===== config.mk =====
export PLATFORM = sky130hd
export DESIGN_NAME = sdc_top
export DESIGN_NICKNAME = d
export VERILOG_FILES = /design/src/rtl/sdc_pkg.sv /design/src/rtl/sdc_top.sv /design/src/rtl/sdc_cnt.sv
export SDC_FILE = /design/constraint.sdc
export NUM_CORES = 2
export LEC_CHECK = 0
export ABC_AREA = 1
export BUFFER_PORTS_ARGS = -buffer_cell sky130_fd_sc_hd__buf_2
export CORE_ASPECT_RATIO = 1.75
export CORE_MARGIN = 1.5
export CORE_UTILIZATION = 50
export CTS_CLUSTER_DIAMETER = 80
export DETAILED_ROUTE_END_ITERATION = 6
export PLACE_DENSITY_LB_ADDON = 0.25
export SYNTH_ARGS = -nofsm -noshare
export SYNTH_HDL_FRONTEND = slang
export SYNTH_SLANG_ARGS = --single-unit

===== constraint.sdc =====
create_clock -name SYS_CLK_IN -period 2.8 [get_ports SYS_CLK_IN]
set_input_delay 0.28 -clock SYS_CLK_IN [delete_from_list [all_inputs] [get_ports SYS_CLK_IN]]
set_output_delay 0.28 -clock SYS_CLK_IN [all_outputs]
set_load 0.02 [all_outputs]

===== src/rtl/sdc_pkg.sv =====
package sdc_pkg;
	// Notes on behaviour
	// - after raising terminal-ready, wait the command delay in ms before calling or answering
	// - an outgoing call gets the connect interval in seconds, then counts as failed
	// - connect interval of zero: no own timeout, the modem decides
	// - after dropping terminal-ready, wait the disconnect interval before any call
	// - disconnect interval of zero: wait until the modem drops clear-to-send and data-set-ready
	// - at most the retry limit of calls to one silent address per no-answer period (only the address of the last call placed is tracked)
	// - once the limit is hit, block calls to that address until the period expires (a call to another address ends the block)
	// - the no-answer period starts at the first attempt to the address
	// - drop frames with a bad check sequence and count them
	// - drop frames whose bit length is not a whole number of bytes and count them
	// - drop frames shorter than two bytes and count them
	// - drop frames longer than the configured maximum size and count them
	// - count every received frame that ends in an abort
	// - abort the frame in transmission on request and count each abort sent
	// - report terminal-ready, clear-to-send, data-set-ready and carrier as on, off or undefined when not fitted

	localparam int CLK_HZ   = 200_000_000;
	localparam int MS_PER_S = 1000;
	localparam int MS_CYC   = CLK_HZ / MS_PER_S;
	localparam logic [9:0] MS_TOP = 10'(MS_PER_S - 1);

	////////////////////////////////////////////////////////////////
	localparam logic [7:0] A_CTRL = 8'h00;
	localparam logic [7:0] A_CMD  = 8'h04;
	localparam logic [7:0] A_CON  = 8'h08;
	localparam logic [7:0] A_DIS  = 8'h0c;
	localparam logic [7:0] A_RTY  = 8'h10;
	localparam logic [7:0] A_NOA  = 8'h14;
	localparam logic [7:0] A_MXF  = 8'h18;
	localparam logic [7:0] A_ADR  = 8'h1c;
	localparam logic [7:0] A_CKP  = 8'h20;
	localparam logic [7:0] A_STAT = 8'h24;
	localparam logic [7:0] A_IST  = 8'h28;
	localparam logic [7:0] A_IMSK = 8'h2c;
	localparam logic [7:0] A_CNT  = 8'h30;
	localparam logic [7:0] A_UP   = 8'h4c;

	localparam int C_DIAL = 0;
	localparam int C_HUP  = 1;
	localparam int C_TXA  = 2;
	localparam int C_PRST = 3;
	localparam int C_ANS  = 4;

	localparam logic [15:0] CMD_RST = 16'h0000;
	localparam logic [15:0] CON_RST = 16'h003c;
	localparam logic [15:0] DIS_RST = 16'h0002;
	localparam logic [15:0] NOA_RST = 16'h0000;
	localparam logic [15:0] MXF_RST = 16'h0800;
	localparam logic [3:0]  RTY_RST = 4'h1;
	localparam logic [3:0]  CKP_RST = 4'hf;

	localparam logic [15:0] CRC_INIT = 16'hffff;
	localparam logic [15:0] CRC_POLY = 16'h8408;
	localparam logic [15:0] CRC_GOOD = 16'hf0b8;
	localparam logic [18:0] MIN_BITS = 19'h00010;

	localparam logic [1:0] RESP_OK  = 2'b00;
	localparam logic [1:0] RESP_ERR = 2'b10;
	localparam logic [1:0] CK_OFF   = 2'b00;
	localparam logic [1:0] CK_ON    = 2'b01;
	localparam logic [1:0] CK_UND   = 2'b11;

	localparam int E_CRC = 0;
	localparam int E_ALN = 1;
	localparam int E_SHT = 2;
	localparam int E_LNG = 3;
	localparam int E_ABT = 4;
	localparam int E_UND = 5;
	localparam int E_OAB = 6;
	localparam int NCNT  = 7;

	localparam int I_UP   = 0;
	localparam int I_FAIL = 1;
	localparam int I_BLK  = 2;
	localparam int I_RX   = 3;
	localparam int I_TX   = 4;
	localparam int NIRQ   = 5;

	typedef struct packed {
		logic clk;
		logic dat;
		logic frm;
		logic abt;
	} sdc_lnk_t;

	typedef struct packed {
		logic cts;
		logic dsr;
		logic dcd;
		logic ring;
	} sdc_mdm_t;

	typedef enum logic [2:0] {S_IDLE, S_DLY, S_CALL, S_UP, S_HUP} sdc_st_t;
endpackage


===== src/rtl/sdc_top.sv =====
// Our own choices: the register addresses and the AXI4-Lite register port.
`timescale 1ns/1ps
module sdc_top
	import sdc_pkg::*;
#(
	parameter int MS_CYCLES = MS_CYC
) (
	input  wire logic        SYS_CLK_IN,
	input  wire logic        ARST_N_IN,
	input  wire logic        CE_IN,
	input  wire logic        AXI_AWVALID_IN,
	output logic             AXI_AWREADY_OUT,
	input  wire logic [31:0] AXI_AWADDR_IN,
	input  wire logic        AXI_WVALID_IN,
	output logic             AXI_WREADY_OUT,
	input  wire logic [31:0] AXI_WDATA_IN,
	input  wire logic [3:0]  AXI_WSTRB_IN,
	output logic             AXI_BVALID_OUT,
	input  wire logic        AXI_BREADY_IN,
	output logic      [1:0]  AXI_BRESP_OUT,
	input  wire logic        AXI_ARVALID_IN,
	output logic             AXI_ARREADY_OUT,
	input  wire logic [31:0] AXI_ARADDR_IN,
	output logic             AXI_RVALID_OUT,
	input  wire logic        AXI_RREADY_IN,
	output logic      [31:0] AXI_RDATA_OUT,
	output logic      [1:0]  AXI_RRESP_OUT,
	input  wire sdc_lnk_t    LINK_IN,
	input  wire sdc_mdm_t    MODEM_IN,
	output logic             DTR_OUT,
	output logic             DIAL_STB_OUT,
	output logic      [7:0]  DIAL_ADDR_OUT,
	output logic             RX_OK_OUT,
	input  wire logic        TX_BUSY_IN,
	input  wire logic        TX_UNDERRUN_IN,
	output logic             TX_ABORT_OUT,
	output logic             IRQ_OUT
);
	typedef struct packed {
		sdc_lnk_t [1:0] sy;
		sdc_mdm_t [1:0] sm;
		logic           lclk_p;
		logic           frm_p;
		logic [15:0]    crc;
		logic [18:0]    bits;
		logic           abt;
		logic           rx_ok;
		logic           aw_v;
		logic [7:0]     aw;
		logic           w_v;
		logic [31:0]    wd;
		logic [3:0]     ws;
		logic           bv;
		logic [1:0]     br;
		logic           rv;
		logic [31:0]    rd;
		logic [1:0]     rr;
		logic [15:0]    cmd;
		logic [15:0]    con;
		logic [15:0]    dis;
		logic [15:0]    noa;
		logic [15:0]    mxf;
		logic [3:0]     rty;
		logic [7:0]     adr;
		logic [3:0]     ckp;
		logic           ans_en;
		sdc_st_t        st;
		logic           ans;
		logic           dtr;
		logic [15:0]    tm;
		logic [9:0]     tms;
		logic           stb;
		logic           blk;
		logic           ta;
		logic [7:0]     tadr;
		logic [3:0]     tcnt;
		logic [15:0]    ttm;
		logic [17:0]    pre;
		logic [9:0]     msc;
		logic [31:0]    up;
		logic [NIRQ-1:0] ist;
		logic [NIRQ-1:0] imsk;
		logic           txa;
	} sdc_core_st_t;

	sdc_core_st_t    q;
	sdc_core_st_t    d;
	logic [NCNT-1:0] ev;
	logic [31:0]     cnt [NCNT];
	logic            cnt_clr;
	logic            ms_tk;
	logic            s_tk;
	logic            wr;
	logic            rd_go;
	logic            dial_w;
	logic            hup_w;
	logic            blk_c;
	logic [NIRQ-1:0] iev;
	logic [7:0]      ra;
	logic [2:0]      ci;
	sdc_lnk_t        lk;
	sdc_mdm_t        md;

	function automatic logic [31:0] wm(input logic [31:0] o, input logic [31:0] n, input logic [3:0] s);
		logic [31:0] r;
		r = o;
		for (int i = 0; i < 4; i++) begin
			if (s[i]) begin
				r[i*8 +: 8] = n[i*8 +: 8];
			end
		end
		return r;
	endfunction

	function automatic logic [1:0] ckt(input logic on, input logic fit);
		return !fit ? CK_UND : (on ? CK_ON : CK_OFF);
	endfunction

	////////////////////////////////////////////////////////////////
	// second stage only: first stage is read by nothing else
	assign lk     = q.sy[1];
	assign md     = q.sm[1];
	assign ms_tk  = (q.pre == 18'(MS_CYCLES - 1));
	assign s_tk   = ms_tk && (q.msc == MS_TOP);
	assign wr     = q.aw_v && q.w_v && !q.bv;
	assign rd_go  = AXI_ARVALID_IN && !q.rv;
	assign ra     = AXI_ARADDR_IN[7:0];
	assign ci     = 3'((ra - A_CNT) >> 2);
	assign dial_w = wr && q.aw == A_CTRL && q.ws[0] && q.wd[C_DIAL];
	assign hup_w  = wr && q.aw == A_CTRL && q.ws[0] && q.wd[C_HUP];
	assign cnt_clr = wr && q.aw == A_CTRL && q.ws[0] && q.wd[C_PRST];
	// retry 0 forbids every call; a zero period leaves pacing to the modem
	assign blk_c  = (q.rty == '0)
		|| (q.ta && q.tadr == q.adr && q.tcnt >= q.rty && q.noa != '0);

	always_comb begin
		d        = q;
		ev       = '0;
		iev      = '0;
		d.stb    = 1'b0;
		d.rx_ok  = 1'b0;
		d.txa    = 1'b0;
		d.sy     = {q.sy[0], LINK_IN};
		d.sm     = {q.sm[0], MODEM_IN};
		d.pre    = ms_tk ? '0 : q.pre + 18'h1;
		if (ms_tk) begin
			d.msc = (q.msc == MS_TOP) ? '0 : q.msc + 10'h1;
		end
		d.up = cnt_clr ? '0 : q.up + {31'h0, s_tk};

		////////////////////////////////////////////////////////////
		// frame screen: bits sampled on rising link clock
		d.lclk_p = lk.clk;
		if (lk.clk && !q.lclk_p) begin
			d.frm_p = lk.frm;
			if (lk.frm) begin
				d.crc  = {1'b0, q.crc[15:1]} ^ ((q.crc[0] ^ lk.dat) ? CRC_POLY : '0);
				d.bits = (q.bits == '1) ? q.bits : q.bits + 19'h1;
				d.abt  = q.abt | lk.abt;
			end else if (q.frm_p) begin
				if (q.abt) begin
					ev[E_ABT] = 1'b1;
				end else if (q.bits < MIN_BITS) begin
					ev[E_SHT] = 1'b1;
				end else if (q.bits[2:0] != '0) begin
					ev[E_ALN] = 1'b1;
				end else if (q.bits > {q.mxf, 3'b000}) begin
					ev[E_LNG] = 1'b1;
				end else if (q.crc != CRC_GOOD) begin
					ev[E_CRC] = 1'b1;
				end else begin
					d.rx_ok = 1'b1;
				end
				d.crc  = CRC_INIT;
				d.bits = '0;
				d.abt  = 1'b0;
			end
		end
		ev[E_UND] = TX_UNDERRUN_IN;
		if (wr && q.aw == A_CTRL && q.ws[0] && q.wd[C_TXA] && TX_BUSY_IN) begin
			d.txa     = 1'b1;
			ev[E_OAB] = 1'b1;
		end

		////////////////////////////////////////////////////////////
		// no-answer window runs from the first attempt
		if (s_tk && q.ta) begin
			d.ttm = q.ttm + 16'h1;
			if (q.ttm + 16'h1 >= q.noa) begin
				d.ta = 1'b0;
			end
		end
		if (q.st == S_DLY && ms_tk && q.tm != '1) begin
			d.tm = q.tm + 16'h1;
		end
		if ((q.st == S_CALL || q.st == S_HUP) && ms_tk) begin
			d.tms = (q.tms == MS_TOP) ? '0 : q.tms + 10'h1;
			if (q.tms == MS_TOP && q.tm != '1) begin
				d.tm = q.tm + 16'h1;
			end
		end

		unique case (q.st)
			S_IDLE: begin
				if (dial_w) begin
					if (blk_c) begin
						d.blk      = 1'b1;
						iev[I_BLK] = 1'b1;
					end else begin
						d.blk = 1'b0;
						d.ans = 1'b0;
						d.st  = S_DLY;
						if (q.ta && q.tadr == q.adr) begin
							d.tcnt = q.tcnt + 4'h1;
						end else begin
							d.ta   = 1'b1;
							d.tadr = q.adr;
							d.tcnt = 4'h1;
							d.ttm  = '0;
						end
					end
				end else if (md.ring && q.ans_en) begin
					d.ans = 1'b1;
					d.st  = S_DLY;
				end
			end
			S_DLY: begin
				if (hup_w) begin
					d.st = S_HUP;
				end else if (q.cmd == '0 ? md.cts : q.tm >= q.cmd) begin
					d.st  = S_CALL;
					d.stb = !q.ans;
				end
			end
			S_CALL: begin
				if (md.dcd) begin
					d.st      = S_UP;
					iev[I_UP] = 1'b1;
					if (!q.ans) begin
						d.ta = 1'b0;
					end
				end else if (hup_w) begin
					d.st = S_HUP;
				end else if (q.con != '0 && q.tm >= q.con) begin
					d.st        = S_HUP;
					iev[I_FAIL] = 1'b1;
				end
			end
			S_UP: begin
				if (!md.dcd || hup_w) begin
					d.st = S_HUP;
				end
			end
			S_HUP: begin
				if (q.dis == '0 ? (!md.cts && !md.dsr) : q.tm >= q.dis) begin
					d.st = S_IDLE;
				end
			end
			default: begin
				d.st = S_IDLE;
			end
		endcase
		if (d.st != q.st) begin
			d.tm  = '0;
			d.tms = '0;
		end
		d.dtr = (d.st == S_DLY || d.st == S_CALL || d.st == S_UP);

		////////////////////////////////////////////////////////////
		// register slave: write answers one cycle after both halves are in
		if (AXI_AWVALID_IN && AXI_AWREADY_OUT) begin
			d.aw_v = 1'b1;
			d.aw   = AXI_AWADDR_IN[7:0];
		end
		if (AXI_WVALID_IN && AXI_WREADY_OUT) begin
			d.w_v = 1'b1;
			d.wd  = AXI_WDATA_IN;
			d.ws  = AXI_WSTRB_IN;
		end
		if (q.bv && AXI_BREADY_IN) begin
			d.bv = 1'b0;
		end
		if (wr) begin
			d.aw_v = 1'b0;
			d.w_v  = 1'b0;
			d.bv   = 1'b1;
			d.br   = RESP_OK;
			case (q.aw)
				A_CTRL: d.ans_en = q.ws[0] ? q.wd[C_ANS] : q.ans_en;
				A_CMD:  d.cmd    = 16'(wm({16'h0, q.cmd}, q.wd, q.ws));
				A_CON:  d.con    = 16'(wm({16'h0, q.con}, q.wd, q.ws));
				A_DIS:  d.dis    = 16'(wm({16'h0, q.dis}, q.wd, q.ws));
				A_NOA:  d.noa    = 16'(wm({16'h0, q.noa}, q.wd, q.ws));
				A_MXF:  d.mxf    = 16'(wm({16'h0, q.mxf}, q.wd, q.ws));
				A_RTY:  d.rty    = 4'(wm({28'h0, q.rty}, q.wd, q.ws));
				A_ADR:  d.adr    = 8'(wm({24'h0, q.adr}, q.wd, q.ws));
				A_CKP:  d.ckp    = 4'(wm({28'h0, q.ckp}, q.wd, q.ws));
				A_IMSK: d.imsk   = NIRQ'(wm({27'h0, q.imsk}, q.wd, q.ws));
				default: d.br    = RESP_ERR;
			endcase
		end
		if (q.rv && AXI_RREADY_IN) begin
			d.rv = 1'b0;
		end
		iev[I_RX] = |ev[E_ABT:E_CRC];
		iev[I_TX] = ev[E_UND] | ev[E_OAB];
		// a read clears the sticky bits, yet an event in that cycle survives
		d.ist = q.ist | iev;
		if (rd_go) begin
			d.rv = 1'b1;
			d.rr = RESP_OK;
			d.rd = '0;
			case (ra)
				A_CTRL: d.rd[C_ANS] = q.ans_en;
				A_CMD:  d.rd[15:0]  = q.cmd;
				A_CON:  d.rd[15:0]  = q.con;
				A_DIS:  d.rd[15:0]  = q.dis;
				A_NOA:  d.rd[15:0]  = q.noa;
				A_MXF:  d.rd[15:0]  = q.mxf;
				A_RTY:  d.rd[3:0]   = q.rty;
				A_ADR:  d.rd[7:0]   = q.adr;
				A_CKP:  d.rd[3:0]   = q.ckp;
				A_STAT: d.rd[11:0]  = {ckt(q.dtr, q.ckp[0]), ckt(md.cts, q.ckp[1]),
					ckt(md.dsr, q.ckp[2]), ckt(md.dcd, q.ckp[3]), q.blk, q.st};
				A_IST: begin
					d.rd[NIRQ-1:0] = q.ist;
					d.ist          = iev;
				end
				A_IMSK: d.rd[NIRQ-1:0] = q.imsk;
				A_UP:   d.rd           = q.up;
				default: begin
					if (ra >= A_CNT && ra < A_UP && ra[1:0] == 2'b00) begin
						d.rd = cnt[ci];
					end else begin
						d.rr = RESP_ERR;
					end
				end
			endcase
		end
	end

	always_ff @(posedge SYS_CLK_IN or negedge ARST_N_IN) begin
		if (!ARST_N_IN) begin
			q      <= '0;
			q.crc  <= CRC_INIT;
			q.cmd  <= CMD_RST;
			q.con  <= CON_RST;
			q.dis  <= DIS_RST;
			q.noa  <= NOA_RST;
			q.mxf  <= MXF_RST;
			q.rty  <= RTY_RST;
			q.ckp  <= CKP_RST;
			q.st   <= S_IDLE;
		end else if (CE_IN) begin
			q <= d;
		end
	end

	////////////////////////////////////////////////////////////////
	for (genvar g = 0; g < NCNT; g++) begin : g_cnt
		sdc_cnt u_cnt (
			.clk_in   (SYS_CLK_IN),
			.rst_n_in (ARST_N_IN),
			.ce_in    (CE_IN),
			.clr_in   (cnt_clr),
			.inc_in   (ev[g]),
			.cnt_out  (cnt[g])
		);
	end

	assign AXI_AWREADY_OUT = !q.aw_v && !q.bv;
	assign AXI_WREADY_OUT  = !q.w_v && !q.bv;
	assign AXI_BVALID_OUT  = q.bv;
	assign AXI_BRESP_OUT   = q.br;
	assign AXI_ARREADY_OUT = !q.rv;
	assign AXI_RVALID_OUT  = q.rv;
	assign AXI_RDATA_OUT   = q.rd;
	assign AXI_RRESP_OUT   = q.rr;
	assign DTR_OUT         = q.dtr;
	assign DIAL_STB_OUT    = q.stb;
	assign DIAL_ADDR_OUT   = q.tadr;
	assign RX_OK_OUT       = q.rx_ok;
	assign TX_ABORT_OUT    = q.txa;
	assign IRQ_OUT         = |(q.ist & q.imsk);
endmodule


===== src/rtl/sdc_cnt.sv =====
`timescale 1ns/1ps
module sdc_cnt
	import sdc_pkg::*;
(
	input  wire logic        clk_in,
	input  wire logic        rst_n_in,
	input  wire logic        ce_in,
	input  wire logic        clr_in,
	input  wire logic        inc_in,
	output logic      [31:0] cnt_out
);
	typedef struct packed {
		logic [31:0] c;
	} sdc_cnt_st_t;

	sdc_cnt_st_t q;
	sdc_cnt_st_t d;

	always_comb begin
		d = q;
		if (clr_in) begin
			d.c = '0;
		end else if (inc_in && q.c != '1) begin
			d.c = q.c + 32'h1;
		end
	end

	always_ff @(posedge clk_in or negedge rst_n_in) begin
		if (!rst_n_in) begin
			q <= '0;
		end else if (ce_in) begin
			q <= d;
		end
	end

	assign cnt_out = q.c;
endmodule


==> flow_summary.yaml <==
critical_path:
  regToRegSetupSlack_ns: -0.42
  critical_path.top_delay_family: "simple AND/OR/NAND/NOR gates"
  crit_path_max_fanout: 3
  termination_of_the_worst_setup_path: "q[37]"
  reg2reg_to: "q[37]"
  worst_path_max_delay_cell: "dfrtp_1"
  critical_path.n_buffers_inverters: 2
  critical_path.startpoint_type: "flop"
  worst_setup_path_startpoint: "q[43]"
  endpoint_kind: "flop"
  critical-path-max-stage-delay_ns: 0.36
  path_cells: "ha_2 -> inv_2 -> nor4_4 -> nand3_1 -> nor4_2 -> nand2_2 -> inv_2 -> ha_4 -> ha_4 -> nand3_4 -> nor3_4 -> nand2_1 -> nor2_2 -> nand2_2 -> nor2_4 -> nand3_4 -> nor3_4 -> nand2_2 -> nor2_4 -> nand2_1 -> a21oi_2 -> o21a_1"
  critical_path.most_common_cell: "nand2_2"
  regToRegStartpoint: "q[43]"
  cp_num_cells: 22
  worst_ep_required_time_ns: 3.41
  reg2regPathDepth: 22
  timing.critical_path.arrival_ns: 3.83
  setup.worst_path.class: "flop to flop"
route:
  drt_first_pass_iters: 7
  ant_nets_after_route: 0
  drc: 0
  routed-via-count: 36037
  drtIter0Drc: 3022
  route.final.wire_length_um: 136000
  number_of_vias_per_cell: 5.90
  wl_per_cell_um: 22.3
min_path:
  worst_hold_check_path_type: "primary input to flop"
clock_tree:
  cts_buffers: 58
  cts_tree: "yes"
  clock_sink_count: 573
  clock_transition_at_the_registers_of_the_reported_paths_ns: 0.07
  clk_root_buffer_cell: "clkbuf_16"
  cts-htree-levels: 2
  ctsLongestPathBuffers: 3
  clkLatencyLatePin_ns: 0.67
placement:
  hpwl_um: 105000
  place.gp.congestion: 1.06
  io_buffers: 103
  detailedPlace.worstSlack_ns: -0.509
  placement.cell_area_sq_um: 39000
sta:
  fin_skew_ns: 0.0212
  final_hold_viol_count: 0
  finalSetupViolations: 24
  hold_slack_ns: 0.0523
  timing.max_slew.rel_slack: 0.238
  post-route-min-period_ns: 3.22
  smallest_setup_slack_after_layout_ns: -0.423
  totalNegativeSetupSlack_ns: -6.02
  worstMarginPinSlew_ns: 1.13
  period_share: 1.15
  max_freq_ghz: 0.310
  unrepaired_setup_endpoints_after_global_routing: "true"
  final-max-slew-violation-count: 0
global_routing:
  overflow: 0
  grtUsageTotal: 0.374
  grt_max_degree: 111
  grt_first_pass_wirelength_um: 206000
  grt_antenna_before_repair: 5
  first_global_vias: 35570
status:
  run_status: "finished, violations left"
  failed_checks: "setup timing"
pwr:
  netSwitchingFraction: 0.360
  p_int_mw: 17.4
  power.combinational.fraction: 0.260
  power.share.sequential: 0.405
  power_spent_charging_and_discharging_nets_mw: 9.80
  max-vdd-ir-drop_v: 0.000508
  cellPowerDensity_nw_per_um2: 644
  power_frac_clock: 0.336
  power.leakage_nw: 19.3
die:
  die_width_um: 205
  starting_density: 0.504
  dieHeight_um: 356
  placementRows: 129
  ios: 172
  die-area_sq_um: 72800
  core_sq_um: 70500
logic_synthesis:
  ys_ff_latch: 573
  avgSynthCellArea_sq_um: 7.45
  asyncSetResetFlopFracSynth: 1.00
  synthesis.instances: 4772
  synth-seq-area-share: 0.404
  yosysWarnings: 0
  synth_edf_count: 0
  ys.flop_type: "dfrtp_1"
  yosysUniqueCellTypes: 66
  synthesis.area_sq_um: 35600
job:
  max_cap_violations: 0
finish:
  drive_above_1_share: 0.151
  area.growth.synth_to_final_pct: 18.8
  final_design_area_no_fill_sq_um: 42200
  fin_nets: 5361
  final_cell_mix: "nand2_1 (1053), inv_1 (563), dfrtp_1 (546)"
  layout_commonest_cell: "nand2_1"
==> sequential cells by signal (all words and copies together), names as in the netlist, 3 cells and up <==
| signal | cells |
|---|---|
| AXI_RDATA_OUT | 32 |
| DIAL_ADDR_OUT | 8 |
| d | 9 |
| g_cnt.u_cnt.cnt_out | 224 |
| lk | 3 |
| md | 4 |
| q | 285 |
==> worst reg2reg max path, delay by kind of cell, from the launching register on <==
family | cells | cell delay, ns
compound gates | 2 | 0.27
simple gates | 15 | 1.93
flops | 1 | 0.36
fa+ha+maj | 3 | 0.49
buf+inv | 2 | 0.15
==> metal layers <==
| metal | wire [um] | global-route usage |
|---|---|---|
| met4 | 14000 | 0.325 |
| met2 | 67300 | 0.652 |
| met5 | 13 | 0 |
| met1 | 47000 | 0.392 |
| met3 | 7770 | 0.0510 |
==> power by group through the flow <==
stage	clock network, mW	registers, mW	logic, mW
after detailed placement	0	11.1	6.77
after floorplan	0	10.7	4.06
after global routing	9.56	11.1	7.70
after CTS	9.22	10.9	6.88
final	9.14	11.0	7.06
after global placement	0	11.1	6.66
==> worst min-delay path by stage <==
stage	start	endpoint	slack [ns]	cells past startpoint
after floorplan	ARST_N_IN	AXI_BRESP_OUT[1]	-0.02	0
after global placement	ARST_N_IN	q[126]	0.26	1
after detailed placement	ARST_N_IN	q[126]	0.25	1
after CTS	CE_IN	d[357]	0.02	4
after global routing	CE_IN	d[357]	0.05	4
final	CE_IN	d[357]	0.05	4
==> logic make-up (layout without fill, tap and decap cells) <==
family / Yosys count / in the layout / synth area share
AND/OR/NAND/NOR: 2244 / 2244 / 0.284
AO/OA/AOI/OAI: 914 / 914 / 0.149
buffers and inverters: 790 / 1206 / 0.0902
flip-flops: 573 / 573 / 0.404
XOR/XNOR: 144 / 144 / 0.0355
adder cells (fa/ha/maj): 101 / 101 / 0.0355
multiplexers: 5 / 5 / 0.00158
other: 1 / 6 / 0.000105
==> through the flow <==
step / instances / utilization / power [mW]
after floorplan: 4773 / - / 14.7
after global placement: 5929 / 0.553 / 17.7
after detailed placement: 5929 / 0.553 / 17.8
after CTS: 6094 / 0.594 / 27.0
after global routing: 6108 / 0.599 / 28.4
final: 6110 / 0.599 / 27.2
==> Yosys cell counts, types with 7 or more instances <==
master     count  area (sq um)
a22oi_1        8          60.1
ha_1         101          1260
inv_1        570          2140
a21oi_1      195           976
xnor2_1       36           315
o221ai_1      15           131
nand4_1      133           832
nand2_2       13          81.3
nor3_2        10           100
nand3_2        9          90.1
nor3b_1       14           105
o31ai_1       64           480
nor3_1       216          1080
o2111ai_1      7          61.3
o21ai_0      385          1930
clkbuf_1     105           394
inv_2         19          71.3
buf_4         49           368
o22ai_1      124           776
a211oi_1       8          60.1
or2_2         24           150
xor2_1       108           946
o21ai_1       16          80.1
nor4_1        88           551
o211ai_1      16           120
nand2_1     1066          4000
dfrtp_1      546         13700
nand3_1      209          1050
nor2_2        15          93.8
dfstp_2       27           709
nand3b_1       8          60.1
nor2_1       409          1540
a221oi_1      22           193
buf_2         24           120
buf_1         16          60.1
a31oi_1        9          56.3
o21a_1        20           150
==> cell type report <==
class / instances / area, sq um
diodes: 4 / 10.0
clock buffers: 69 / 1570
clock inverters: 38 / 618
fillers: 6540 / 28300
inverters: 593 / 2230
multi-input cells: 3410 / 18400
flip-flops and latches: 573 / 14400
well taps: 917 / 1150
repair buffers: 505 / 3900
repair inverters: 1 / 7.51
==> what timing repair did <==
| item | CTS | global route |
|---|---|---|
| pin swaps | 9 | 14 |
| hold buffers | 37 | 0 |
| cloned | 0 | 1 |
| gates resized for setup | 47 | 55 |
| setup buffers | 21 | 17 |
| setup endpoints to repair | 43 | 71 |
| hold endpoints to repair | 173 | 0 |
(Power assumes the default switching activity.)
